`src/pkg/scdg_defs.svh`:
```
// Offsets, field positions, reset values and timing counts of the clock block.
// Assumes a 10 MHz source clock and a 16-bit register port.
`ifndef SCDG_DEFS_SVH
`define SCDG_DEFS_SVH

// Register addresses as seen on the register port.
`define SCDG_ADDR_BUS_CFG   32'h0500_0000
`define SCDG_ADDR_TRIM      32'h0500_0002
`define SCDG_ADDR_PER_CFG   32'h0500_0004

// Bus clock register fields.
`define SCDG_OTP_GATE_BIT   7
`define SCDG_PCLK_DIV_LSB   4
`define SCDG_HCLK_DIV_LSB   0

// Crystal trim register fields.
`define SCDG_COARSE_LSB     8
`define SCDG_FINE_LSB       0

// Peripheral clock register fields.
`define SCDG_QUAD_GATE_BIT  15
`define SCDG_SPI_GATE_BIT   11
`define SCDG_SPI_DIV_LSB    8
`define SCDG_UART1_GATE_BIT 7
`define SCDG_UART2_GATE_BIT 6
`define SCDG_TWI_GATE_BIT   5
`define SCDG_WAKE_GATE_BIT  4
`define SCDG_TMR_GATE_BIT   3
`define SCDG_TIMER_DIV_LSB  0

// Reset values and writable bit masks; reserved bits read zero.
`define SCDG_RST_BUS_CFG    16'h0022
`define SCDG_MASK_BUS_CFG   16'h00b3
`define SCDG_RST_TRIM       16'h0000
`define SCDG_MASK_TRIM      16'h07ff
`define SCDG_RST_PER_CFG    16'h0000
`define SCDG_MASK_PER_CFG   16'h8bfb

// Divider codes after reset.
`define SCDG_RST_HCLK_CODE  2'h2
`define SCDG_RST_PCLK_CODE  2'h2

// Oscillator settling time after a coarse trim step.
`define SCDG_CLK_MHZ        10
`define SCDG_SETTLE_US      200
`define SCDG_SETTLE_CYC     (`SCDG_SETTLE_US * `SCDG_CLK_MHZ)

`endif

```
`src/pkg/scdg_pkg.sv`:
```
// Types shared by the clock divider and gating block.
// Assumes nothing beyond a SystemVerilog elaborator.
package scdg_pkg;

	// Bus clock configuration as decoded from its register.
	typedef struct packed {
		logic       otpGate;
		logic [1:0] pclkDiv;
		logic [1:0] hclkDiv;
	} scdg_bus_cfg_t;

	// Crystal trim codes.
	typedef struct packed {
		logic [2:0] coarse;
		logic [7:0] fine;
	} scdg_trim_t;

	// Peripheral clock configuration.
	typedef struct packed {
		logic       quadGate;
		logic       spiGate;
		logic [1:0] spiDiv;
		logic       uart1Gate;
		logic       uart2Gate;
		logic       twoWireGate;
		logic       wakeGate;
		logic       timerGate;
		logic [1:0] timerDiv;
	} scdg_per_cfg_t;

	// One-cycle clock enable pulses, one per derived clock.
	typedef struct packed {
		logic hclk;
		logic pclk;
		logic otp;
		logic quad;
		logic spi;
		logic uart1;
		logic uart2;
		logic twoWire;
		logic wake;
		logic timerZero;
		logic timerTwo;
	} scdg_ticks_t;

	// Last count of a power-of-two divider: code n divides by 2**n.
	function automatic logic [2:0] div_last(input logic [1:0] code);
		logic [3:0] ratio;
		ratio = 4'h1 << code;
		return 3'(ratio - 4'h1);
	endfunction

endpackage

```
`src/rtl/scdg_clk_div.sv`:
```
// Power-of-two clock enable divider with a glitch-free gate.
// Assumes srcTick is a one-cycle enable pulse on sys_clk.
`timescale 1ns/1ps

module scdg_clk_div #(
	parameter int                   CODE_W   = 2,
	parameter logic [CODE_W-1:0]    RST_CODE = '0,
	parameter logic                 RST_GATE = 1'b0
) (
	input  wire logic               sys_clk,
	input  wire logic               sys_rst,
	input  wire logic               srcTick,
	input  wire logic [CODE_W-1:0]  ratio,
	input  wire logic               gate,
	output logic                    tick,
	output logic [CODE_W-1:0]       code,
	output logic                    gateOn
);
	generate
		if (CODE_W != 2) begin : g_bad_width
			$error("scdg_clk_div serves a two-bit ratio code only.");
		end
	endgenerate

	logic [2:0]        cnt_q;
	logic [CODE_W-1:0] code_q;
	logic              gate_q;
	logic              tick_q;
	wire  logic        wrap;

	// A period ends on the source tick that reaches the last count.
	assign wrap   = srcTick && (cnt_q == scdg_pkg::div_last(code_q));
	assign tick   = tick_q;
	assign code   = code_q;
	assign gateOn = gate_q;

	// Ratio and gate are taken only at a period boundary, so no output
	// period is ever cut short by a register write.
	always_ff @(posedge sys_clk) begin
		if (sys_rst) begin
			cnt_q  <= 3'h0;
			code_q <= RST_CODE;
			gate_q <= RST_GATE;
			tick_q <= 1'b0;
		end else begin
			tick_q <= wrap && gate_q;
			if (srcTick) begin
				cnt_q <= wrap ? 3'h0 : cnt_q + 3'h1;
			end
			if (wrap) begin
				code_q <= ratio;
				gate_q <= gate;
			end
		end
	end
endmodule

```
`src/rtl/scdg_regs.sv`:
```
// Register file of the clock block: three 16-bit registers.
// Assumes single-cycle strobes; read data appear the cycle after rdStb.
`timescale 1ns/1ps
`include "scdg_defs.svh"

module scdg_regs (
	input  wire logic                   sys_clk,
	input  wire logic                   sys_rst,
	input  wire logic [31:0]            addr,
	input  wire logic [15:0]            wrData,
	input  wire logic                   wrStb,
	input  wire logic                   rdStb,
	output logic [15:0]                 rdData,
	output scdg_pkg::scdg_bus_cfg_t     busCfg,
	output scdg_pkg::scdg_trim_t        trim,
	output scdg_pkg::scdg_per_cfg_t     perCfg,
	output logic                        coarseStep
);
	logic [15:0] bus_q;
	logic [15:0] trim_q;
	logic [15:0] per_q;
	logic [15:0] rdData_q;
	wire  logic  selBus;
	wire  logic  selTrim;
	wire  logic  selPer;
	wire  logic [15:0] rdMux;

	// Address decode; unmapped addresses read zero and ignore writes.
	assign selBus  = (addr == `SCDG_ADDR_BUS_CFG);
	assign selTrim = (addr == `SCDG_ADDR_TRIM);
	assign selPer  = (addr == `SCDG_ADDR_PER_CFG);
	assign rdMux   = selBus ? bus_q : selTrim ? trim_q :
		selPer ? per_q : 16'h0000;
	assign rdData  = rdData_q;

	// A coarse step is a trim write that changes the coarse code.
	assign coarseStep = wrStb && selTrim &&
		(wrData[`SCDG_COARSE_LSB +: 3] != trim_q[`SCDG_COARSE_LSB +: 3]);

	// Field views handed to the dividers and the trim outputs.
	assign busCfg.otpGate     = bus_q[`SCDG_OTP_GATE_BIT];
	assign busCfg.pclkDiv     = bus_q[`SCDG_PCLK_DIV_LSB +: 2];
	assign busCfg.hclkDiv     = bus_q[`SCDG_HCLK_DIV_LSB +: 2];
	assign trim.coarse        = trim_q[`SCDG_COARSE_LSB +: 3];
	assign trim.fine          = trim_q[`SCDG_FINE_LSB +: 8];
	assign perCfg.quadGate    = per_q[`SCDG_QUAD_GATE_BIT];
	assign perCfg.spiGate     = per_q[`SCDG_SPI_GATE_BIT];
	assign perCfg.spiDiv      = per_q[`SCDG_SPI_DIV_LSB +: 2];
	assign perCfg.uart1Gate   = per_q[`SCDG_UART1_GATE_BIT];
	assign perCfg.uart2Gate   = per_q[`SCDG_UART2_GATE_BIT];
	assign perCfg.twoWireGate = per_q[`SCDG_TWI_GATE_BIT];
	assign perCfg.wakeGate    = per_q[`SCDG_WAKE_GATE_BIT];
	assign perCfg.timerGate   = per_q[`SCDG_TMR_GATE_BIT];
	assign perCfg.timerDiv    = per_q[`SCDG_TIMER_DIV_LSB +: 2];

	// Reserved bits are masked on write so they always read zero.
	always_ff @(posedge sys_clk) begin
		if (sys_rst) begin
			bus_q    <= `SCDG_RST_BUS_CFG;
			trim_q   <= `SCDG_RST_TRIM;
			per_q    <= `SCDG_RST_PER_CFG;
			rdData_q <= 16'h0000;
		end else begin
			rdData_q <= rdStb ? rdMux : 16'h0000;
			if (wrStb && selBus) begin
				bus_q <= wrData & `SCDG_MASK_BUS_CFG;
			end
			if (wrStb && selTrim) begin
				trim_q <= wrData & `SCDG_MASK_TRIM;
			end
			if (wrStb && selPer) begin
				per_q <= wrData & `SCDG_MASK_PER_CFG;
			end
		end
	end
endmodule

```
`src/rtl/scdg_top.sv`:
```
// Clock divider and gating block: bus, peripheral bus and peripheral
// clock enables derived from the source clock, plus crystal trim codes.
// Assumes sys_clk is the selected source clock and downstream logic
// clocks on sys_clk qualified by the tick pulses below.
`timescale 1ns/1ps
`include "scdg_defs.svh"

module scdg_top (
	input  wire logic                 sys_clk,
	input  wire logic                 sys_rst,
	input  wire logic [31:0]          addr,
	input  wire logic [15:0]          wrData,
	input  wire logic                 wrStb,
	input  wire logic                 rdStb,
	output logic [15:0]               rdData,
	output scdg_pkg::scdg_ticks_t     clkTicks,
	output logic [2:0]                xtalTrimCoarse,
	output logic [7:0]                xtalTrimFine,
	output logic                      trimSettling
);
	localparam logic [11:0] SETTLE_CYC = 12'(`SCDG_SETTLE_CYC);

	scdg_pkg::scdg_bus_cfg_t busCfg;
	scdg_pkg::scdg_trim_t    trim;
	scdg_pkg::scdg_per_cfg_t perCfg;
	logic                    coarseStep;
	logic [1:0]              hclkCode;
	logic [1:0]              pclkCode;
	logic [1:0]              spiCode;
	logic [1:0]              timerCode;
	logic                    otpGateOn;
	logic                    quadGateOn;
	logic                    spiGateOn;
	logic                    timerGateOn;
	logic [11:0]             settle_q;
	logic [11:0]             settle_d;

	// Register port and field decode.
	scdg_regs u_regs (
		.sys_clk    (sys_clk),
		.sys_rst    (sys_rst),
		.addr       (addr),
		.wrData     (wrData),
		.wrStb      (wrStb),
		.rdStb      (rdStb),
		.rdData     (rdData),
		.busCfg     (busCfg),
		.trim       (trim),
		.perCfg     (perCfg),
		.coarseStep (coarseStep)
	);

	// Trim codes go straight from their register to the oscillator.
	assign xtalTrimCoarse = trim.coarse;
	assign xtalTrimFine   = trim.fine;

	// Bus and processor clock, divided from the source clock.
	scdg_clk_div #(.RST_CODE(`SCDG_RST_HCLK_CODE), .RST_GATE(1'b1)) u_hclk (
		.sys_clk (sys_clk),
		.sys_rst (sys_rst),
		.srcTick (1'b1),
		.ratio   (busCfg.hclkDiv),
		.gate    (1'b1),
		.tick    (clkTicks.hclk),
		.code    (hclkCode),
		.gateOn  ()
	);

	// Peripheral bus clock is cascaded behind the bus clock, so its
	// effective ratio is the product of both divide ratios.
	scdg_clk_div #(.RST_CODE(`SCDG_RST_PCLK_CODE), .RST_GATE(1'b1)) u_pclk (
		.sys_clk (sys_clk),
		.sys_rst (sys_rst),
		.srcTick (clkTicks.hclk),
		.ratio   (busCfg.pclkDiv),
		.gate    (1'b1),
		.tick    (clkTicks.pclk),
		.code    (pclkCode),
		.gateOn  ()
	);

	// Memory controller clock: the bus clock behind its gate.
	scdg_clk_div u_otp (
		.sys_clk (sys_clk),
		.sys_rst (sys_rst),
		.srcTick (clkTicks.hclk),
		.ratio   (2'h0),
		.gate    (busCfg.otpGate),
		.tick    (clkTicks.otp),
		.code    (),
		.gateOn  (otpGateOn)
	);

	// Quadrature decoder clock.
	scdg_clk_div u_quad (
		.sys_clk (sys_clk),
		.sys_rst (sys_rst),
		.srcTick (1'b1),
		.ratio   (2'h0),
		.gate    (perCfg.quadGate),
		.tick    (clkTicks.quad),
		.code    (),
		.gateOn  (quadGateOn)
	);

	// Serial peripheral interface clock, gated and divided.
	scdg_clk_div u_spi (
		.sys_clk (sys_clk),
		.sys_rst (sys_rst),
		.srcTick (1'b1),
		.ratio   (perCfg.spiDiv),
		.gate    (perCfg.spiGate),
		.tick    (clkTicks.spi),
		.code    (spiCode),
		.gateOn  (spiGateOn)
	);

	// First and second serial ports.
	scdg_clk_div u_uart1 (
		.sys_clk (sys_clk),
		.sys_rst (sys_rst),
		.srcTick (1'b1),
		.ratio   (2'h0),
		.gate    (perCfg.uart1Gate),
		.tick    (clkTicks.uart1),
		.code    (),
		.gateOn  ()
	);
	scdg_clk_div u_uart2 (
		.sys_clk (sys_clk),
		.sys_rst (sys_rst),
		.srcTick (1'b1),
		.ratio   (2'h0),
		.gate    (perCfg.uart2Gate),
		.tick    (clkTicks.uart2),
		.code    (),
		.gateOn  ()
	);

	// Two-wire bus and wake-up capture timer.
	scdg_clk_div u_twi (
		.sys_clk (sys_clk),
		.sys_rst (sys_rst),
		.srcTick (1'b1),
		.ratio   (2'h0),
		.gate    (perCfg.twoWireGate),
		.tick    (clkTicks.twoWire),
		.code    (),
		.gateOn  ()
	);
	scdg_clk_div u_wake (
		.sys_clk (sys_clk),
		.sys_rst (sys_rst),
		.srcTick (1'b1),
		.ratio   (2'h0),
		.gate    (perCfg.wakeGate),
		.tick    (clkTicks.wake),
		.code    (),
		.gateOn  ()
	);

	// Both timers share one gate; only timer zero has a divider.
	scdg_clk_div u_timer_zero (
		.sys_clk (sys_clk),
		.sys_rst (sys_rst),
		.srcTick (1'b1),
		.ratio   (perCfg.timerDiv),
		.gate    (perCfg.timerGate),
		.tick    (clkTicks.timerZero),
		.code    (timerCode),
		.gateOn  (timerGateOn)
	);
	scdg_clk_div u_timer_two (
		.sys_clk (sys_clk),
		.sys_rst (sys_rst),
		.srcTick (1'b1),
		.ratio   (2'h0),
		.gate    (perCfg.timerGate),
		.tick    (clkTicks.timerTwo),
		.code    (),
		.gateOn  ()
	);

	// Settling indicator: the block does not block a second step, it only
	// shows software when the oscillator has had its settling time.
	assign settle_d = coarseStep ? SETTLE_CYC :
		(settle_q != 12'h000) ? settle_q - 12'h001 : 12'h000;
	assign trimSettling = (settle_q != 12'h000);
	always_ff @(posedge sys_clk) begin
		if (sys_rst) begin
			settle_q <= 12'h000;
		end else begin
			settle_q <= settle_d;
		end
	end
endmodule

```
`config.mk`:
```
export PLATFORM = sky130hd
export DESIGN_NAME = scdg_top
export DESIGN_NICKNAME = d
export VERILOG_FILES = /design/src/pkg/scdg_pkg.sv /design/src/rtl/scdg_clk_div.sv /design/src/rtl/scdg_regs.sv /design/src/rtl/scdg_top.sv
export VERILOG_INCLUDE_DIRS = /design/src /design/src/pkg
export SDC_FILE = /design/constraint.sdc
export NUM_CORES = 1
export LEC_CHECK = 0
export BUFFER_PORTS_ARGS = -buffer_cell sky130_fd_sc_hd__buf_2
export CORE_MARGIN = 8
export CORE_UTILIZATION = 25
export CTS_CLUSTER_DIAMETER = 30
export DETAILED_ROUTE_END_ITERATION = 7
export GPL_ROUTABILITY_DRIVEN = 0
export HOLD_SLACK_MARGIN = 0.08
export SLEW_MARGIN = 20
export SYNTH_ARGS = -nofsm -noshare
export SYNTH_HDL_FRONTEND = slang
export SYNTH_HIERARCHICAL = 1
export SYNTH_SLANG_ARGS = --single-unit
```
`constraint.sdc`:
```
create_clock -name sys_clk -period 2.65 [get_ports sys_clk]
set_clock_uncertainty 0.15 [all_clocks]
set_input_delay 0.3975 -clock sys_clk [delete_from_list [all_inputs] [get_ports sys_clk]]
set_output_delay 0.3975 -clock sys_clk [all_outputs]
set_load 0.01 [all_outputs]
```
==> qor.txt, run 1 <==
Outcome: finished clean
Max FO, Critical Path: 4
DRC Markers: 0
Cts repair resizes: 0
Setup TNS: 0 ps
HPWL Detailed: 9970 um
Setup violations, final: 0
Max Cap Violations: 0
Count leader, synth: dfxtp_1
Fraction of registers with async set/reset: 0
Distinct cells, synth: 51
Synth-to-layout area growth: 23.1%
Crit path launch type: flop
Critical-path cell list: inv_1 -> ha_1 -> nor4b_2 -> nand3_1 -> buf_2
WP data required: 2100 ps
Crit path depth: 5
Fin crit period: 2310 ps
WP data arrival: 1760 ps
Vias in the first global route: 4,455
Initial antenna violation count: 4
Global-route wire length before repair: 22,700 um
Via-to-Cell Ratio: 4.10
CTS tree: built
CTS max path bufs: 2
Initial DRT Pass Iterations: 4
Core Area: 25,100 um2
Core Rows: 58
Worst hold path type: input pin to flop
Main synth FF type: dfxtp_1
Final Hold Viols: 0
Largest cells by area after synthesis: dfxtp_1 41%, mux2i_1 12%, nand2b_1 9.3%, nor3_1 3.7%, xnor2_1 3.0%
Synth Warn #: 6
Post-synth EDFFs: 0
Hold depth: 3
Mux contribution to synthesized area: 0.118
Overall routing resource usage: 0.0929
CP peak stage delay: 360 ps
Sequential area share after synthesis: 0.406
Fin. max-slew vios: 0
Hold Path Origin: wrData[2]
Compound-gate portion of the synthesized area: 0.0748
RSZ-0062 raised after global routing: no
Synth Area in XOR/XNOR: 0.0602
Max transition margin: 0.470
Final wirelength: 13,900 um
Bufs and invs on worst path: 2
Final Worst Setup Slack: 345 ps
Detailed-route via count: 4,504
I/O Pins: 91
Post-CTS setup buffers: 0
Register bit total from synthesis: 129
Post-Synthesis Cell Area: 6360 um2
Simple-gate area share of the yosys netlist: 0.282
PwrDens: 685 nW/um2
DIE HEIGHT: 175 um
Fmax achieved: 434 MHz
CTS sink count: 129
Post-synth top cells: 129 x dfxtp_1, 95 x nand2b_1, 75 x mux2i_1
Detailed Route Iter0 Violations: 217
FF-to-FF Start: settle_q[0]
Adder-cell area share of the yosys netlist: 0.0236
Leak: 3.14 nW
Reg2Reg Setup Slack: 720 ps
Final worst path period share: 0.870
Yosys top cell by area: dfxtp_1
Largest net degree at the start of global routing: 156
Routed Antenna Nets: 0
NumNets Final: 820
Root buf cell: clkbuf_16
Critical-path top delay cell: nor4b_2
Die Span X: 175 um
Share of cells above drive strength 1: 0.215
Top delay family on crit path: simple AND/OR/NAND/NOR gates
Post-Syn Area per Cell: 10.2 um2
Initial core utilization: 0.253
Largest family of logic cells by synthesized area: simple AND/OR/NAND/NOR gates
Worst-case reg-to-reg path depth: 6
Post-Synthesis Cells: 622
Setup CP Type: flop to primary output
CP endpoint kind: primary output
DP Worst Slack: 192 ps
Num CTS Buffers: 17
Hold Path End: u_regs/trim_q[2]
DR WL/cell: 12.7 um
Area share of the largest cell type after synthesis: 0.406
Max H-tree Level: 4
Actual slew at the worst max-slew pin: 789 ps
Hold buffer count at cts: 0
Clock transition at path regs: 60 ps
R2R Path End: settle_q[10]
Die ar.: 30,800 um2
Total gr overflow: 0
Worst VDD drop: 0.000424 V
Buffers on Ports: 84
Clock insertion delay at the later pin of the skew report: 420 ps
## worst reg2reg max path: stages (launching register included)
cell and delay [ps]:
dfxtp_1 320, inv_1 50, ha_1 180, nor4b_2 360, nand2_2 90, or4b_1 510
a31oi_1 170
## layer usage
layer	vias up	global-route usage	routed length [um]
met5	-	0	38
met4	6	0.0445	235
met3	18	0.0326	767
met2	60	0.150	6530
met1	2043	0.109	6360
li1	2377	-	-
## registers in the layout, indices dropped and copies added, names as in the netlist, 3 cells and up
register,count
u_regs/trim_q,11
u_regs/per_q,11
u_hclk/cnt_q,3
u_uart1/cnt_q,3
u_regs/rdData,13
settle_q,12
u_quad/cnt_q,3
u_timer_two/cnt_q,3
u_timer_zero/cnt_q,3
u_regs/bus_q,5
u_otp/cnt_q,3
u_spi/cnt_q,3
u_wake/cnt_q,3
u_pclk/cnt_q,3
u_twi/cnt_q,3
u_uart2/cnt_q,3
## worst max-delay path by stage
stage / start / to / slack, ps
2_1_floorplan: addr[4] / settle_q[9] / 320
3_3_place_gp: addr[4] / settle_q[9] / 230
3_5_place_dp: addr[17] / settle_q[6] / 190
4_1_cts: settle_q[0] / trimSettling / 310
5_1_grt: settle_q[0] / trimSettling / 170
6_report: settle_q[0] / trimSettling / 340
## placed cells by master (no fill, tap or decap), drive strengths merged, types with 5 or more instances in the layout
cell type	n
clkbuf	19
nor2b	7
nand2b	95
buf	91
xnor2	24
o21ai	19
nand2	24
nor3b	6
nor4	13
xor2	18
nor3	47
a21boi	11
clkinv	5
and3b	11
a21oi	5
nand3	7
nor2	37
and2	14
dfxtp	129
and3	5
ha	12
conb	52
nand4	12
mux2i	75
## through the flow
step | instances | instance area (um2) | utilization | hold slack, ps | total power [mW]
2_1_floorplan | 671 | 6540 | - | 264 | 2.91
3_3_place_gp | 1067 | 7240 | 0.289 | 281 | 3.09
3_5_place_dp | 1067 | 7240 | 0.289 | 286 | 3.10
4_1_cts | 1097 | 7820 | 0.311 | 84.2 | 5.44
5_1_grt | 1098 | 7820 | 0.311 | 103 | 5.65
6_report | 1099 | 7820 | 0.312 | 104 | 5.36
## kinds of logic after synthesis
| family | after synthesis |
|---|---|
| compound gates | 47 |
| xor+xnor | 42 |
| fa+ha+maj | 12 |
| buf+inv | 28 |
| flops | 129 |
| mux | 75 |
| other cells | 3 |
| simple gates | 286 |
## cell type report
type / count / area [um2]
fill: 2655 / 17300
multi-input combinational: 514 / 3750
sequential: 129 / 2580
timing repair buffer: 91 / 488
clock buffer: 19 / 433
tap: 330 / 413
clock inverter: 11 / 141
inverter: 3 / 11.3
antenna: 2 / 5.00
## where the power goes
| group | internal (mW) | leakage (nW) | total (mW) | switching, mW |
|---|---|---|---|---|
| Clock | 1.46 | 0.274 | 2.30 | 0.843 |
| Sequential | 2.06 | 1.05 | 2.20 | 0.139 |
| Combinational | 0.414 | 1.82 | 0.858 | 0.444 |
| Total | 3.93 | 3.14 | 5.36 | 1.43 |
Power figures use the tool's default switching activity.
==> run 2, diff against run 1 <==
- RECOVER_POWER: default -> 50
==> qor.txt, run 2 (synthesized netlist as in run 1, its figures left out) <==
Share of cells above drive strength 1: 0.166 (was 0.215)
Initial antenna violation count: 4 (unchanged)
Outcome: finished clean (unchanged)
Final Worst Setup Slack: 345 ps (about the same)
Post-CTS setup buffers: 0 (unchanged)
Part of the power in registers: 0.413 (was 0.410)
Fin crit period: 2310 ps (about the same)
Final instance area: 7660 um2 (was 7820 um2)
Final Hold Viols: 0 (unchanged)
Vias in the first global route: 4,455 (unchanged)
Bufs and invs on worst path: 2 (unchanged)
Critical-path cell list: inv_1 -> ha_1 -> nor4b_2 -> nand3_1 -> buf_2 (unchanged)
I/O Pins: 91 (unchanged)
Clock power frac: 0.432 (was 0.430)
Worst hold path type: input pin to flop (unchanged)
Core Area: 25,100 um2 (unchanged)
Core Rows: 58 (unchanged)
Worst VDD drop: 0.000424 V (about the same)
Die ar.: 30,800 um2 (unchanged)
Met1 global-route usage: 0.109 (unchanged)
Detailed-route via count: 4,488 (was 4,504)
Hold buffer count at cts: 0 (unchanged)
WP data required: 2100 ps (about the same)
Crit path depth: 5 (unchanged)
Clock insertion delay at the later pin of the skew report: 420 ps (about the same)
Die Span X: 175 um (unchanged)
Critical-path top delay cell: nor4b_2 (unchanged)
CTS tree: built (unchanged)
Setup TNS: 0 ps (unchanged)
HPWL Detailed: 9970 um (unchanged)
GR Util met2: 0.150 (unchanged)
DP Worst Slack: 192 ps (unchanged)
Initial DRT Pass Iterations: 4 (unchanged)
Top delay family on crit path: simple AND/OR/NAND/NOR gates (unchanged)
Num CTS Buffers: 17 (unchanged)
Leak: 2.98 nW (was 3.14 nW)
WP data arrival: 1760 ps (about the same)
Hold slack: 104 ps (about the same)
Clock transition at path regs: 60 ps (about the same)
Max transition margin: 0.259 (was 0.470)
Detailed Route Iter0 Violations: 235 (was 217)
Int Power: 3.92 mW (was 3.93 mW)
DR WL/cell: 12.7 um (about the same)
Gr busiest metal: met2 (unchanged)
Worst-case reg-to-reg path depth: 4 (was 6)
Core Util, Final: 0.305 (was 0.312)
Routed Antenna Nets: 0 (unchanged)
Overall routing resource usage: 0.0929 (unchanged)
Max H-tree Level: 4 (unchanged)
Commonest non-fill, non-tap cells in the layout: 129 x dfxtp_1, 95 x nand2b_1, 75 x mux2i_1, 59 x buf_2, 52 x conb_1 (was 129 x dfxtp_1, 95 x nand2b_1, 83 x buf_2, 75 x mux2i_1, 52 x conb_1)
RSZ-0062 raised after global routing: no (unchanged)
Setup CP Type: flop to primary output (unchanged)
Hold depth: 3 (unchanged)
Cts repair resizes: 0 (unchanged)
# fillers: 2,688 (was 2,655)
Max reg flops: 13 (unchanged)
Net Sw Power: 1.41 mW (was 1.43 mW)
DIE HEIGHT: 175 um (unchanged)
Max FO, Critical Path: 4 (unchanged)
DRC Markers: 0 (unchanged)
Buffers on Ports: 84 (unchanged)
Max Cap Violations: 0 (unchanged)
Comb pwr share: 0.155 (was 0.160)
Fmax achieved: 434 MHz (about the same)
Switching part of the total: 0.264 (was 0.266)
Actual slew at the worst max-slew pin: 1100 ps (was 789 ps)
NumNets Final: 820 (unchanged)
Setup violations, final: 0 (unchanged)
Via-to-Cell Ratio: 4.08 (was 4.10)
Global-route wire length before repair: 22,700 um (unchanged)
Fin. max-slew vios: 0 (unchanged)
Initial core utilization: 0.253 (unchanged)
PwrDens: 695 nW/um2 (was 685 nW/um2)
Met3 Use GR: 0.0326 (unchanged)
Largest net degree at the start of global routing: 156 (unchanged)
Crit path launch type: flop (unchanged)
CP endpoint kind: primary output (unchanged)
DP Area: 7240 um2 (unchanged)
Final worst path period share: 0.870 (about the same)
CP peak stage delay: 360 ps (about the same)
Commonest non-fill, non-tap cell in the layout: dfxtp_1 (unchanged)
Synth-to-layout area growth: 20.5% (was 23.1%)
CTS sink count: 129 (unchanged)
CTS max path bufs: 2 (unchanged)
Total gr overflow: 0 (unchanged)
Root buf cell: clkbuf_16 (unchanged)
Final wirelength: 14,000 um (was 13,900 um)
==> run 2: cell count changes in the layout (fill, tap and decap cells not counted), sizes merged <==
cell / delta
buf: -25
clkbuf: +25
==> run 2: path summary, 6_finish.rpt <==
check	start	endpoint	slack, ps
worst max-delay path	settle_q[0]	trimSettling	340
worst min-delay path	wrData[15]	u_regs/per_q[15]	100
worst max register to register	u_spi/cnt_q[2]	u_spi/tick	620
worst min register to register	settle_q[0]	settle_q[0]	290
==> run 2: tightest hold or removal path, stage by stage <==
cell      delay (ps)
buf_2            100
nand2b_1          60
mux2i_1           60
==> run 2: power groups by stage <==
stage          Clock, mW  Sequential, mW  Combinational (mW)
2_1_floorplan          0            2.21               0.702
4_1_cts             2.38            2.20               0.865
6_report            2.30            2.20               0.823
5_1_grt             2.46            2.22               0.933
3_3_place_gp           0            2.24               0.852
3_5_place_dp           0            2.24               0.863
==> run 2: area by class of cell <==
cell class / count / area, um2 / share of cell area
antenna: 2 / 5.00 / 0.000653
timing repair buffer: 91 / 454 / 0.0593
clock buffer: 19 / 433 / 0.0565
inverter: 3 / 11.3 / 0.00147
tap: 330 / 413 / 0.0539
multi-input combinational: 514 / 3620 / 0.472
sequential: 129 / 2580 / 0.337
clock inverter: 11 / 141 / 0.0185
==> run 2: layer usage <==
layer  vias up  routed length [um]
li1       2381                   -
met1      2031                6430
met2        52                6550
met3        18                 748
met4         6                 235
met5         -                  38
==> run 2: per-stage QoR <==
stage,std cells,power [mW]
after floorplan,671,2.91
after global placement,1067,3.09
after detailed placement,1067,3.10
after CTS,1097,5.44
after global routing,1098,5.62
final,1099,5.32
